### src/rtl/flash_prog_regs.svh
/*
 Constants for the page-program checker: register fields, result bits, keys,
 address map and page geometry. Assumes inclusion by the package and RTL files.
*/
`ifndef FLASH_PROG_REGS_SVH
`define FLASH_PROG_REGS_SVH

// Result word bit positions
`define RES_PASS_FAIL_BIT   0
`define RES_DEST_ERR_BIT    1
`define RES_SRC_ERR_BIT     2
`define RES_KEY_ERR_BIT     4
`define RES_EXEC_ERR_BIT    5
`define RES_MODE_ERR_BIT    6
// Control/status register bit positions
`define CSR_PROT_BIT        4
`define CSR_WEN_BIT         7
// Key and array select codes
`define PROG_KEY            8'hA5
`define BOOT_ARRAY_SEL      8'hAA
// Main flash address window (inclusive base, exclusive limit address)
`define FLASH_BASE          32'h0000_0000
`define FLASH_LIMIT         32'h0001_0000
// Page geometry
`define PAGE_ALIGN_MASK     32'h0000_007F
`define PAGE_LAST_IDX       7'h7F
`define ERASED_BYTE         8'hFF
// Reset value of result word
`define RESULT_RESET        32'h0000_0000

`endif

### src/rtl/flash_prog_pkg.sv
/*
 Types shared by the page-program checker and its helpers.
 Assumes the constants header sits beside it.
*/
`include "flash_prog_regs.svh"
package flash_prog_pkg;
    // Byte moving through the two-entry buffer
    typedef struct packed {
        logic [6:0] idx;
        logic [7:0] data;
    } page_byte_s;

    // Flash write request to the array
    typedef struct packed {
        logic [31:0] addr;
        logic [7:0]  data;
    } flash_wr_s;

    typedef enum logic [2:0] {
        ST_IDLE  = 3'b000,
        ST_CHECK = 3'b001,
        ST_COPY  = 3'b010,
        ST_DRAIN = 3'b011,
        ST_DONE  = 3'b100
    } prog_state_e;
endpackage

### src/rtl/page_buffer.sv
/*
 Two-entry skid buffer carrying page bytes from the source reader to the
 flash writer. Assumes one clock and synchronous active-high reset.
*/
`timescale 1ns/1ps
module page_buffer
    import flash_prog_pkg::*;
(
    // Clock and reset
    input  wire logic       clk,
    input  wire logic       rst,
    // Fill side
    input  wire logic       inValid,
    output      logic       inReady,
    input  wire page_byte_s inData,
    // Drain side
    output      logic       outValid,
    input  wire logic       outReady,
    output      page_byte_s outData
);
    typedef struct packed {
        page_byte_s [1:0] slot;
        logic             rdPtr;
        logic             wrPtr;
        logic [1:0]       count;
    } buf_state_s;

    buf_state_s state_reg;
    buf_state_s state_next;

    logic push;
    logic pop;

    // Honest full/empty from the occupancy count
    assign inReady  = (state_reg.count != 2'h2);
    assign outValid = (state_reg.count != 2'h0);
    assign outData  = state_reg.slot[state_reg.rdPtr];
    assign push     = inValid && inReady;
    assign pop      = outValid && outReady;

    // Next state: write at wrPtr, read at rdPtr
    always_comb begin
        state_next = state_reg;
        if (push) begin
            state_next.slot[state_reg.wrPtr] = inData;
            state_next.wrPtr = ~state_reg.wrPtr;
        end
        if (pop) begin
            state_next.rdPtr = ~state_reg.rdPtr;
        end
        state_next.count = state_reg.count + {1'b0, push} - {1'b0, pop};
    end

    // State register
    always_ff @(posedge clk) begin
        if (rst) begin
            state_reg <= '0;
        end else begin
            state_reg <= state_next;
        end
    end
endmodule // page_buffer

### config.mk
export PLATFORM = sky130hd
export DESIGN_NAME = page_buffer
export DESIGN_NICKNAME = d
export VERILOG_FILES = /design/src/rtl/flash_prog_pkg.sv /design/src/rtl/page_buffer.sv
export VERILOG_INCLUDE_DIRS = /design/src /design/src/rtl
export SDC_FILE = /design/constraint.sdc
export NUM_CORES = 1
export LEC_CHECK = 0
export ABC_CLOCK_PERIOD_IN_PS = 2280
export BUFFER_PORTS_ARGS = -buffer_cell sky130_fd_sc_hd__buf_2
export CAP_MARGIN = 10
export CORE_MARGIN = 1.5
export CORE_UTILIZATION = 53
export DETAILED_ROUTE_END_ITERATION = 12
export HOLD_SLACK_MARGIN = 0.12
export PLACE_DENSITY_LB_ADDON = 0.08
export SKIP_CTS_REPAIR_TIMING = 1
export SLEW_MARGIN = 20
export SYNTH_ARGS = -nofsm -noshare
export SYNTH_HDL_FRONTEND = slang
export SYNTH_SLANG_ARGS = --single-unit
### constraint.sdc
create_clock -name clk -period 2.28 [get_ports clk]
set_input_delay 0.342 -clock clk [delete_from_list [all_inputs] [get_ports clk]]
set_output_delay 0.342 -clock clk [all_outputs]
set_load 0.01 [all_outputs]
==> out/qor.yml <==
synth:
  synth_edf_count: 0
  yosys.area.top_type: "dfxtp_1"
  yosysMostFrequentCell: "dfxtp_1"
  synth_seq_cells: 34
  syn-mean-instance-area_um2: 9.525
  synth_fp_nets: 194
  netlist_area_um2: 1648
  synth.area.top_cells: "dfxtp_1 41%, nand2b_1 12%, mux2_2 10%, mux2i_1 9.1%, o21ai_0 9.1%"
  synth_common_cells: "34 x dfxtp_1, 31 x nand2b_1, 30 x o21ai_0, 16 x nor2b_1"
  ys.warnings.count: 0
  synth_top_area_share_pct: 41.31
  synth_top_flop_cell: "dfxtp_1"
  async_flop_share_pct: 0
  netlist_instances: 173
  seq_area_frac_synth_pct: 41.31
  ys_types: 28
global_route:
  gr-usage-all-layers_pct: 20.52
  grt_pass1_vias: 1251
  grt_first_pass_wirelength_um: 5388
  grt_max_degree: 50
  globalRouteOverflowTotal: 0
  antenna_found_initial: 0
critical_path:
  path_cells: "buf_4, mux2_2, buf_2"
  crit_fanout: 9
  max_stage_delay_ns: 0.60
  crit_path_start_kind: "register"
  required_ns: 1.94
  critPathArrivalTime_ns: 1.70
  cp-end-kind: "output pin"
  critPathSlowestCell: "dfxtp_1"
  critical_path_class: "reg2out"
pwr:
  p_int_w: 0.001168
  power.leakage_nw: 0.8616
  seq_power_share_pct: 43.9
  clkPwrFrac_pct: 23.9
  pwr-share-comb_pct: 32.2
  ir_drop_mv: 0.4928
  switching_share_pct: 32.24
  switchingPower_w: 0.0005556
  power_density_nw_per_um2: 912.3
routing:
  post_drt_wl_per_cell_um: 13.26
  detail-route-antenna-nets: 0
  wirelength_um: 3157
  route.detailed.drc: 0
  vias: 1280
  drt-vias-per-instance: 5.378
  detail_route.first_pass.iterations: 4
  dr.first_iter.drc_count: 31
place:
  post-dp-hpwl_um: 2092
  portBuffers: 35
  placed_area_um2: 1810
  place_congestion: 0.7109
timing:
  tns_ns: 0
  min_period_over_period_pct: 89.43
  tightestPinTransition_ns: 0.6771
  rsz0062_at_grt: "false"
  finalHoldViolations: 0
  min_period_ns: 2.039
  maxSlewViolCount: 0
  fmax_ghz: 0.4904
  clock_skew_ns: 0.008561
  finalSetupViolCount: 0
  max-slew-margin-rel_pct: 54.86
layout:
  largest_reg_flops: 34
  fillers: 273
  num_antenna_cells: 0
  drive_gt1_share_pct: 31.22
  design_area_um2: 1889
  syn2layout_area_growth_pct: 14.65
  final_nets: 225
floorplan:
  die_h_um: 58.76
  io_pins: 36
  die_area_um2: 3453
  die_w_um: 58.76
  row_count: 20
  core_um2: 3003
  start_util_pct: 54.87
clock_network:
  tritoncts.num_buffers: 5
  clk_latency_ns: 0.34
  ctsLongestPathBuffers: 2
  cts_tree: "yes"
  clkTransAtPathRegs_ns: 0.10
  clockRootBuffer: "clkbuf_4"
  clock-sinks: 34
  htree_levels: 2
job:
  cap_violations: 0
outcome:
  status: "completed"
worst_hold_path:
  hold_path.class: "in2reg"
==> per-stage QoR <==
step	hold WS (ns)	total power, W	cells	setup WS [ns]	util, %
6_report	0.2702	0.001724	238	0.2409	62.92
5_1_grt	0.2612	0.001835	238	0.1574	62.92
4_1_cts	0.2572	0.001745	238	0.2179	62.92
3_5_place_dp	0.4671	0.001330	230	0.4809	60.29
3_3_place_gp	0.4550	0.001306	230	0.5762	60.29
2_1_floorplan	0.4455	0.001171	173	0.6659	-
==> worst max-delay path: cells and delay by family, from the launching register on <==
family / cells / cell delay (ns)
flops: 1 / 0.60
buf+inv: 2 / 0.41
mux: 1 / 0.36
==> worst paths after layout <==
kind | cells past startpoint | end | slack (ns) | start
max | 3 | outData[0] | 0.24 | state_reg[3]
max reg2reg | 9 | state_reg[1] | 0.47 | state_reg[0]
min | 3 | state_reg[23] | 0.27 | inData[4]
min reg2reg | 2 | state_reg[32] | 0.48 | state_reg[32]
==> per-layer routing <==
metal / track usage (%) / vias to the layer above / part of all wire [%] / routed length, um
met3: 5.934 / 7 / 4.0 / 125
met1: 23.38 / 607 / 47 / 1479
met4: 9.091 / 0 / 1.8 / 57
li1: - / 643 / - / -
met5: 0 / - / 0 / 0
met2: 35.40 / 23 / 47 / 1495
==> power groups by stage <==
| stage | registers (W) | logic (W) | clock network, W |
|---|---|---|---|
| finish | 0.000757 | 0.000554 | 0.000413 |
| CTS | 0.000757 | 0.000561 | 0.000426 |
| global route | 0.000770 | 0.000620 | 0.000444 |
| detailed placement | 0.000771 | 0.000559 | 0 |
| global placement | 0.000764 | 0.000542 | 0 |
| floorplan | 0.000731 | 0.000441 | 0 |
==> cell usage in the layout, fill, tap and decap left out, types with 2 or more instances in the layout <==
cell type / netlist / final
buf_2: 3 / 35
clkbuf_4: 0 / 5
nor2_1: 2 / 2
nand2b_1: 31 / 31
o21ai_0: 30 / 30
dfxtp_1: 34 / 34
nor2b_1: 16 / 16
mux2_2: 15 / 15
mux2i_1: 15 / 15
clkbuf_8: 0 / 3
inv_1: 2 / 2
ha_1: 2 / 2
==> logic make-up after synthesis <==
| group | share of synthesized area, % |
|---|---|
| and+or+nand+nor | 22.02 |
| DFF | 41.31 |
| AOI/OAI and AO/OA | 10.17 |
| muxes | 19.36 |
| buffers and inverters | 4.556 |
| xor gates and xnor gates | 1.063 |
| adders and majority gates | 1.518 |
==> cell type report <==
class / count / area (um2) / area share (%)
inverter: 3 / 13.76 / 0.7285
tap: 33 / 41.29 / 2.185
timing repair buffer: 36 / 182.7 / 9.669
multi-input combinational: 124 / 892.1 / 47.22
clock buffer: 8 / 78.83 / 4.172
sequential: 34 / 680.7 / 36.03
Power figures use the tool's default switching activity.
